## src/logic/rsc_consts.vh

```
`ifndef RSC_CONSTS_VH
`define RSC_CONSTS_VH

`define RSC_AW 16
`define RSC_DW 16
`define RSC_NSRC 9

// register map
`define RSC_ADDR_CAUSE 16'h0740
`define RSC_ADDR_IRQ_STAT 16'h07A0
`define RSC_ADDR_IRQ_MASK 16'h07A2
`define RSC_ADDR_LIVE 16'h07A4
`define RSC_ADDR_COUNT 16'h07A6

// reset cause register fields
`define RSC_B_TRAP 15
`define RSC_B_BADOP 14
`define RSC_B_BOEN 13
`define RSC_B_RETEN 12
`define RSC_B_DSLP 10
`define RSC_B_CFGM 9
`define RSC_B_PMSLP 8
`define RSC_B_PIN 7
`define RSC_B_SWRST 6
`define RSC_B_WDEN 5
`define RSC_B_WDTO 4
`define RSC_B_SLEEP 3
`define RSC_B_IDLE 2
`define RSC_B_BROWN 1
`define RSC_B_PWRON 0

`define RSC_CAUSE_IMPL 16'hF7FF
`define RSC_CAUSE_POR_VAL 16'h0003
`define RSC_CTL_MASK 16'h3120
`define RSC_CTL_RST 16'h0000

// source vector positions, also interrupt status layout
`define RSC_S_PWRON 0
`define RSC_S_PIN 1
`define RSC_S_SWRST 2
`define RSC_S_WDOG 3
`define RSC_S_BROWN 4
`define RSC_S_DSBROWN 5
`define RSC_S_TRAP 6
`define RSC_S_BADOP 7
`define RSC_S_UNWREG 8
`define RSC_SRC_ZERO 9'h000
`define RSC_CNT_ZERO 8'h00
`define RSC_CNT_ONE 8'h01
`define RSC_CNT_MAX 8'hFF
`define RSC_CNT_PAD 8'h00
`define RSC_D_ZERO 16'h0000

`endif

```

## src/logic/rsc_top.v

```verilog
// Implementation choice: the address-and-strobe port.
`timescale 1ns/1ns
`include "rsc_consts.vh"

module rsc_top (
    core_clk,
    rst,
    por_req,
    external_clear_pin_n,
    software_reset_req,
    watchdog_reset_source,
    brownout_req,
    deep_sleep_brownout_req,
    trap_conflict_req,
    bad_opcode_req,
    uninit_wreg_reset_source,
    sleep_wake_evt,
    idle_wake_evt,
    watchdog_timeout_evt,
    deep_sleep_wake_evt,
    config_mismatch_evt,
    addr,
    wr_data,
    wr_stb,
    rd_stb,
    rd_data,
    system_reset_out,
    irq,
    watchdog_sw_enable,
    brownout_sw_enable,
    retention_enable,
    prog_mem_sleep
);
    input wire core_clk;
    input wire rst;
    input wire por_req;
    input wire external_clear_pin_n;
    input wire software_reset_req;
    input wire watchdog_reset_source;
    input wire brownout_req;
    input wire deep_sleep_brownout_req;
    input wire trap_conflict_req;
    input wire bad_opcode_req;
    input wire uninit_wreg_reset_source;
    input wire sleep_wake_evt;
    input wire idle_wake_evt;
    input wire watchdog_timeout_evt;
    input wire deep_sleep_wake_evt;
    input wire config_mismatch_evt;
    input wire [`RSC_AW-1:0] addr;
    input wire [`RSC_DW-1:0] wr_data;
    input wire wr_stb;
    input wire rd_stb;
    output reg [`RSC_DW-1:0] rd_data;
    output wire system_reset_out;
    output reg irq;
    output reg watchdog_sw_enable;
    output reg brownout_sw_enable;
    output reg retention_enable;
    output reg prog_mem_sleep;

    // clear-on-one with hardware set taking priority over the clear
    function [`RSC_NSRC-1:0] rsc_w1c;
        input [`RSC_NSRC-1:0] cur;
        input [`RSC_NSRC-1:0] clr;
        input [`RSC_NSRC-1:0] set;
        begin
            rsc_w1c = (cur & ~clr) | set;
        end
    endfunction

    // zero-extend a source-wide vector onto the data bus
    function [`RSC_DW-1:0] rsc_ext;
        input [`RSC_NSRC-1:0] v;
        begin
            rsc_ext = {{(`RSC_DW-`RSC_NSRC){1'b0}}, v};
        end
    endfunction

    // one address compare shared by the write strobes
    function rsc_hit;
        input [`RSC_AW-1:0] a;
        input [`RSC_AW-1:0] target;
        begin
            rsc_hit = (a == target);
        end
    endfunction

    // saturates so a flapping requester cannot wrap the count to zero
    function [7:0] rsc_sat_inc;
        input [7:0] c;
        begin
            if (c == `RSC_CNT_MAX) begin
                rsc_sat_inc = c;
            end else begin
                rsc_sat_inc = c + `RSC_CNT_ONE;
            end
        end
    endfunction

    // requesters onto cause flags; paired requesters share one flag
    function [`RSC_DW-1:0] rsc_src_cause;
        input [`RSC_NSRC-1:0] s;
        reg [`RSC_DW-1:0] f;
        begin
            f = `RSC_D_ZERO;
            f[`RSC_B_PIN] = s[`RSC_S_PIN];
            f[`RSC_B_SWRST] = s[`RSC_S_SWRST];
            f[`RSC_B_WDTO] = s[`RSC_S_WDOG];
            f[`RSC_B_BROWN] = s[`RSC_S_BROWN] | s[`RSC_S_DSBROWN];
            f[`RSC_B_TRAP] = s[`RSC_S_TRAP];
            f[`RSC_B_BADOP] = s[`RSC_S_BADOP] | s[`RSC_S_UNWREG];
            rsc_src_cause = f;
        end
    endfunction

    // control bits back to defaults; status flags are kept
    function [`RSC_DW-1:0] rsc_ctl_force;
        input [`RSC_DW-1:0] v;
        begin
            rsc_ctl_force = (v & ~`RSC_CTL_MASK) | `RSC_CTL_RST;
        end
    endfunction

    // zero-extend the reset count onto the data bus
    function [`RSC_DW-1:0] rsc_ext_cnt;
        input [7:0] c;
        begin
            rsc_ext_cnt = {`RSC_CNT_PAD, c};
        end
    endfunction

    wire [`RSC_NSRC-1:0] src;
    wire [`RSC_NSRC-1:0] src_rise;
    wire sys_rst;
    wire wr_cause;
    wire wr_stat;
    wire wr_mask;
    wire wr_count;

    reg [`RSC_DW-1:0] cause_r;
    reg [`RSC_DW-1:0] cause_nxt;
    reg [`RSC_DW-1:0] cause_hw_set;
    reg [`RSC_NSRC-1:0] irq_stat_r;
    reg [`RSC_NSRC-1:0] irq_stat_nxt;
    reg [`RSC_NSRC-1:0] stat_clr;
    reg [`RSC_NSRC-1:0] irq_mask_r;
    reg [`RSC_NSRC-1:0] irq_mask_nxt;
    reg [7:0] rst_count_r;
    reg [7:0] rst_count_nxt;
    reg sys_rst_d_r;
    reg [`RSC_DW-1:0] rd_nxt;

    // pin is active low; every other requester is active high
    assign src[`RSC_S_PWRON] = por_req;
    assign src[`RSC_S_PIN] = ~external_clear_pin_n;
    assign src[`RSC_S_SWRST] = software_reset_req;
    assign src[`RSC_S_WDOG] = watchdog_reset_source;
    assign src[`RSC_S_BROWN] = brownout_req;
    assign src[`RSC_S_DSBROWN] = deep_sleep_brownout_req;
    assign src[`RSC_S_TRAP] = trap_conflict_req;
    assign src[`RSC_S_BADOP] = bad_opcode_req;
    assign src[`RSC_S_UNWREG] = uninit_wreg_reset_source;

    // software writes never reach src, so a flag write cannot reset
    rsc_reset_gen u_gen (
        .core_clk(core_clk),
        .rst(rst),
        .src(src),
        .sys_rst(sys_rst)
    );

    rsc_src_edge u_edge (
        .core_clk(core_clk),
        .rst(rst),
        .src(src),
        .rise(src_rise)
    );

    assign system_reset_out = sys_rst;

    assign wr_cause = wr_stb && rsc_hit(addr, `RSC_ADDR_CAUSE);
    assign wr_stat = wr_stb && rsc_hit(addr, `RSC_ADDR_IRQ_STAT);
    assign wr_mask = wr_stb && rsc_hit(addr, `RSC_ADDR_IRQ_MASK);
    assign wr_count = wr_stb && rsc_hit(addr, `RSC_ADDR_COUNT);

    // flags set while a source or status event is active
    always @* begin
        cause_hw_set = rsc_src_cause(src);
        cause_hw_set[`RSC_B_WDTO] = cause_hw_set[`RSC_B_WDTO] | watchdog_timeout_evt;
        cause_hw_set[`RSC_B_SLEEP] = sleep_wake_evt;
        cause_hw_set[`RSC_B_IDLE] = idle_wake_evt;
        cause_hw_set[`RSC_B_DSLP] = deep_sleep_wake_evt;
        cause_hw_set[`RSC_B_CFGM] = config_mismatch_evt;
    end

    // write takes the word less unimplemented bit 11, then reset forcing, then hardware sets, then a power-on request loads the power-on pattern over all
    always @* begin
        cause_nxt = cause_r;
        if (wr_cause) begin
            cause_nxt = wr_data & `RSC_CAUSE_IMPL;
        end
        if (sys_rst) begin
            cause_nxt = rsc_ctl_force(cause_nxt);
        end
        cause_nxt = cause_nxt | cause_hw_set;
        if (src[`RSC_S_PWRON]) begin
            cause_nxt = `RSC_CAUSE_POR_VAL;
        end
    end

    // rst stands for the supply coming up: power-on pattern
    always @(posedge core_clk or posedge rst) begin
        if (rst) begin
            cause_r <= `RSC_CAUSE_POR_VAL;
        end else begin
            cause_r <= cause_nxt;
        end
    end

    // control outputs follow their stored bits
    always @(posedge core_clk or posedge rst) begin
        if (rst) begin
            watchdog_sw_enable <= 1'b0;
            brownout_sw_enable <= 1'b0;
            retention_enable <= 1'b0;
            prog_mem_sleep <= 1'b0;
        end else begin
            watchdog_sw_enable <= cause_nxt[`RSC_B_WDEN];
            brownout_sw_enable <= cause_nxt[`RSC_B_BOEN];
            retention_enable <= cause_nxt[`RSC_B_RETEN];
            prog_mem_sleep <= cause_nxt[`RSC_B_PMSLP];
        end
    end

    // interrupt status: one sticky bit per source on its rising edge
    always @* begin
        stat_clr = `RSC_SRC_ZERO;
        if (wr_stat) begin
            stat_clr = wr_data[`RSC_NSRC-1:0];
        end
        irq_stat_nxt = rsc_w1c(irq_stat_r, stat_clr, src_rise);
    end

    always @* begin
        irq_mask_nxt = irq_mask_r;
        if (wr_mask) begin
            irq_mask_nxt = wr_data[`RSC_NSRC-1:0];
        end
    end

    always @(posedge core_clk or posedge rst) begin
        if (rst) begin
            irq_stat_r <= `RSC_SRC_ZERO;
            irq_mask_r <= `RSC_SRC_ZERO;
            irq <= 1'b0;
        end else begin
            irq_stat_r <= irq_stat_nxt;
            irq_mask_r <= irq_mask_nxt;
            irq <= |(irq_stat_nxt & irq_mask_nxt);
        end
    end

    // counts completed system resets; saturates rather than wrapping
    always @* begin
        rst_count_nxt = rst_count_r;
        if (wr_count) begin
            rst_count_nxt = `RSC_CNT_ZERO;
        end else if (sys_rst_d_r && !sys_rst) begin
            rst_count_nxt = rsc_sat_inc(rst_count_r);
        end
    end

    always @(posedge core_clk or posedge rst) begin
        if (rst) begin
            rst_count_r <= `RSC_CNT_ZERO;
            sys_rst_d_r <= 1'b1;
        end else begin
            rst_count_r <= rst_count_nxt;
            sys_rst_d_r <= sys_rst;
        end
    end

    // read data valid only in the cycle after the strobe
    always @* begin
        rd_nxt = `RSC_D_ZERO;
        if (rd_stb) begin
            case (addr)
                `RSC_ADDR_CAUSE: begin
                    rd_nxt = cause_r;
                end
                `RSC_ADDR_IRQ_STAT: begin
                    rd_nxt = rsc_ext(irq_stat_r);
                end
                `RSC_ADDR_IRQ_MASK: begin
                    rd_nxt = rsc_ext(irq_mask_r);
                end
                `RSC_ADDR_LIVE: begin
                    rd_nxt = rsc_ext(src);
                end
                `RSC_ADDR_COUNT: begin
                    rd_nxt = rsc_ext_cnt(rst_count_r);
                end
                default: begin
                    rd_nxt = `RSC_D_ZERO;
                end
            endcase
        end
    end

    always @(posedge core_clk or posedge rst) begin
        if (rst) begin
            rd_data <= `RSC_D_ZERO;
        end else begin
            rd_data <= rd_nxt;
        end
    end
endmodule

```

## src/logic/rsc_src_edge.v

```verilog
`timescale 1ns/1ns
`include "rsc_consts.vh"

module rsc_src_edge (
    core_clk,
    rst,
    src,
    rise
);
    input wire core_clk;
    input wire rst;
    input wire [`RSC_NSRC-1:0] src;
    output wire [`RSC_NSRC-1:0] rise;

    reg [`RSC_NSRC-1:0] prev_r;

    // prev starts clear so a source held through rst gives one event
    always @(posedge core_clk or posedge rst) begin
        if (rst) begin
            prev_r <= `RSC_SRC_ZERO;
        end else begin
            prev_r <= src;
        end
    end

    assign rise = src & ~prev_r;
endmodule

```

## src/logic/rsc_reset_gen.v

```verilog
`timescale 1ns/1ns
`include "rsc_consts.vh"

module rsc_reset_gen (
    core_clk,
    rst,
    src,
    sys_rst
);
    input wire core_clk;
    input wire rst;
    input wire [`RSC_NSRC-1:0] src;
    output wire sys_rst;

    reg sys_rst_r;

    // held asserted through rst; drops on the first edge with no source
    always @(posedge core_clk or posedge rst) begin
        if (rst) begin
            sys_rst_r <= 1'b1;
        end else begin
            sys_rst_r <= |src;
        end
    end

    assign sys_rst = sys_rst_r;
endmodule

```

## config.mk

```make
export PLATFORM = sky130hd
export DESIGN_NAME = rsc_top
export DESIGN_NICKNAME = d
export VERILOG_FILES = /design/src/logic/rsc_top.v /design/src/logic/rsc_src_edge.v /design/src/logic/rsc_reset_gen.v
export VERILOG_INCLUDE_DIRS = /design/src /design/src/logic
export SDC_FILE = /design/constraint.sdc
export NUM_CORES = 1
export LEC_CHECK = 0
export ABC_AREA = 1
export CORE_ASPECT_RATIO = 0.9
export CORE_MARGIN = 3
export CORE_UTILIZATION = 44
export CTS_CLUSTER_DIAMETER = 60
export DETAILED_ROUTE_END_ITERATION = 8
export DONT_BUFFER_PORTS = 1
export GPL_TIMING_DRIVEN = 0
export SYNTH_ARGS = -nofsm -noshare
export SYNTH_HDL_FRONTEND = slang
export SYNTH_HIERARCHICAL = 1
export SYNTH_SLANG_ARGS = --single-unit
```

## constraint.sdc

```tcl
create_clock -name core_clk -period 1.6 [get_ports core_clk]
set_input_delay 0.16 -clock core_clk [delete_from_list [all_inputs] [get_ports core_clk]]
set_output_delay 0.16 -clock core_clk [all_outputs]
set_load 0.03 [all_outputs]
```

==> summary.md <==
| Metric | Value |
|---|---|
| Status | finished clean |
| Layout fillers | 679 |
| Final HPWL DP | 6272 um |
| Syn_area_per_cell | 8.108 um^2 |
| Final cell count without fillers | 563 |
| Post-Syn Area | 0.003413 mm^2 |
| CP delay by family, top | simple AND/OR/NAND/NOR gates |
| Clk pin slew, worst setup/hold paths | 80 ps |
| Clock latency reported for the late side of the worst-skew pair | 350 ps |
| Setup violations, final | 0 |
| Crit path max fanout | 5 |
| Placed Cells | 514 |
| Met3 usage | 0.07488 |
| Reg-to-Reg End | rst_count_r[6] |
| Design Area, Final | 0.004066 mm^2 |
| Hold_ws | 18.94 ps |
| Post-route DRC | 0 |
| Post-synthesis cell type count | 37 |
| Slowest CP cell | dfrtp_1 |
| Fin util | 0.5576 |
| Fin. max-slew vios | 0 |
| Grt met2 use | 0.3555 |
| TNS Setup | 0 ps |
| Register area share after synthesis | 0.5073 |
| GRT busiest layer | met2 |
| ANT nets after route | 0 |
| Placed inst area | 0.003533 mm^2 |
| Reg-to-Reg Start | rst_count_r[1] |
| H-tree depth | 3 |
| Diodes inserted | 0 |
| Critical path launch point | rst_count_r[1] |
| Worst EP required | 1820 ps |
| Global route overflow | 0 |
| Core area | 0.007293 mm^2 |
| IO Pins | 72 |
| Mapped Cells | 421 |
| Depth of the most critical reg-to-reg path | 9 |
| Met1 Usage GRT | 0.3030 |
| Layout area overhead | 19.13% |
| FFs w/ async S/R, synth | 1.000 |
| Wirelength per Cell | 16.42 um |
| Hold Violations, Final | 0 |
| CTS sink count | 69 |
| Slew @ Worst Pin | 624.7 ps |
| Starting DRT DRC Count | 232 |
| Syn_nets | 472 |
| Hold Path Cell Cnt | 3 |
| Max frequency | 0.6299 GHz |
| Crit-path max cell delay | 360 ps |
| CP Class | reg -> reg |
| Final net count | 516 |
| Root Driver | clkbuf_8 |
| Maximum vdd ir drop | 0.5387 mV |
| CP Depth | 9 |
| Slew headroom | 0.5826 |
| Detailed Route WL | 9243 um |
| Row count | 29 |
| Detailed Routing Iterations Pass 1 | 4 |
| CP Capture Point | rst_count_r[6] |
| TritonCTS clock tree | yes |
| Post-synth EDFFs | 0 |
| Most frequent cells in the layout | nand2_1 (87), inv_1 (76), dfrtp_1 (65) |
| Gr usage total | 0.2277 |
| Total Die Area | 0.008852 mm^2 |
| Cell Chain, Critical Path | ha_2 > nand3_2 > nor3_4 > nand3_2 > nand2_4 > inv_4 > nand2_2 > xor2_1 > nor2_1 |
| Seq cells post-synth | 69 |
| Max-Cap Viols | 0 |
| Top FF cell, synth | dfrtp_1 |
| Critical Path Start Type | flip-flop |
| R2R setup slack | 10 ps |
| Initial antenna violation count | 0 |
| Fin crit share | 0.9922 |
| Initial Util | 0.4680 |
| CP Capture Type | flip-flop |
| Fin crit period | 1587 ps |
| Yosys warns | 6 |
| Pre-CTS setup slack | -130.6 ps |
| Buffers and inverters on the worst path | 1 |
| Share of cells above drive strength 1 | 0.1426 |
| Clock Tree Buf Depth | 2 |
| Worst Hold Class | in -> reg |
| Total CTS buffers | 9 |
| Largest net degree at the start of global routing | 60 |
| Crit path arrival time | 1810 ps |
| Setup ws final | 12.53 ps |
| Die Span X | 98.84 um |
| Lkg Pwr | 1.994 nW |
| Crit path top cell by count | nand3_2 |
| Via count | 2900 |
| Total power | 3.228 mW |
| GPL Wtd Cong | 0.9084 |
| DR vias/cell | 5.151 |
| Most common cell after layout, fill and taps aside | nand2_1 |
| Port bufs | 0 |
| Clock Skew | 7.921 ps |
| Die Height | 89.56 um |
| Vias in the first global route | 2992 |
| Unrepaired setup endpoints after global routing | yes |
| First-pass GRT wire length | 15180 um |
| Power density over the cells | 793.9 mW/mm^2 |
## worst reg2reg max path: stages (launching register included)
cell     delay [ps]
dfrtp_1         360
ha_2            190
nand3_2         100
nor3_4          240
nand3_2         140
nand2_4         110
inv_4            60
nand2_2          50
xor2_1          150
nor2_1           50
## cells by family after synthesis
kind of cell / after synthesis / synth area share
AND/OR/NAND/NOR: 208 / 0.2881
XOR/XNOR: 2 / 0.005133
other: 1 / 0.001099
adder cells (fa/ha/maj): 1 / 0.003665
flip-flops: 69 / 0.5073
buffers and inverters: 89 / 0.1085
AO/OA/AOI/OAI: 51 / 0.08615
## report_power, final
group	leakage [nW]	switching (mW)	internal, mW
registers	0.830	0.0168	1.78
logic	1.08	0.135	0.0969
clock network	0.0829	0.651	0.552
## sequential cells by signal, indices dropped and copies added (netlist names)
name / cells
irq: 1
irq_stat_r: 9
u_edge/prev_r: 9
irq_mask_r: 9
cause_r: 15
u_gen/sys_rst: 1
rd_data: 16
rst_count_r: 8
sys_rst_d_r: 1
## worst min path at each step
stage | from | endpoint | slack, ps
after global routing | wr_data[3] | irq_stat_r[3] | 40
final | external_clear_pin_n | cause_r[7] | 20
after detailed placement | rst | u_edge/prev_r[1] | 40
after global placement | rst | u_edge/prev_r[4] | 30
after CTS | external_clear_pin_n | cause_r[7] | 4
after floorplan | rst | u_edge/prev_r[0] | -10
## Yosys cell counts (2+ instances only)
cell	instances	share of area
nand2_1	89	0.098
inv_1	78	0.086
dfrtp_1	65	0.48
nor2_1	52	0.057
nand3_1	20	0.029
o21ai_1	15	0.022
nand4_1	13	0.024
nor2_2	11	0.020
o21ai_0	11	0.016
a21oi_1	8	0.012
nor3_1	7	0.010
o22ai_1	7	0.013
nor2_4	5	0.016
dfstp_2	4	0.031
o211ai_1	4	0.0088
buf_6	3	0.0099
inv_2	3	0.0033
o221ai_1	3	0.0077
buf_4	2	0.0044
nand2_4	2	0.0066
nor4_1	2	0.0037
xor2_1	2	0.0051
## per-layer routing
layer | wire, um | vias up
met5 | 0 | -
met4 | 140 | 0
met3 | 797 | 14
met2 | 4148 | 109
met1 | 4157 | 1364
li1 | - | 1413
## what timing repair did
action,4_1_cts,5_1_grt
endpoints found under the hold margin,40,26
hold buffers,27,1
pin swaps,0,3
setup buffers,0,4
endpoints found under the setup margin,6,6
gates resized for setup,3,9
## area by class of cell
cell class / instances / area, um^2 / share of cell area
Buffer: 7 / 57.56 / 0.01415
Clock buffer: 11 / 131.4 / 0.03231
Clock inverter: 5 / 27.53 / 0.006769
Inverter: 82 / 319.1 / 0.07846
Multi-Input combinational cell: 263 / 1353 / 0.3326
Sequential cell: 69 / 1732 / 0.4258
Tap cell: 93 / 116.4 / 0.02862
Timing Repair Buffer: 33 / 330.3 / 0.08123
No activity file was read; power rests on OpenSTA's default activity.
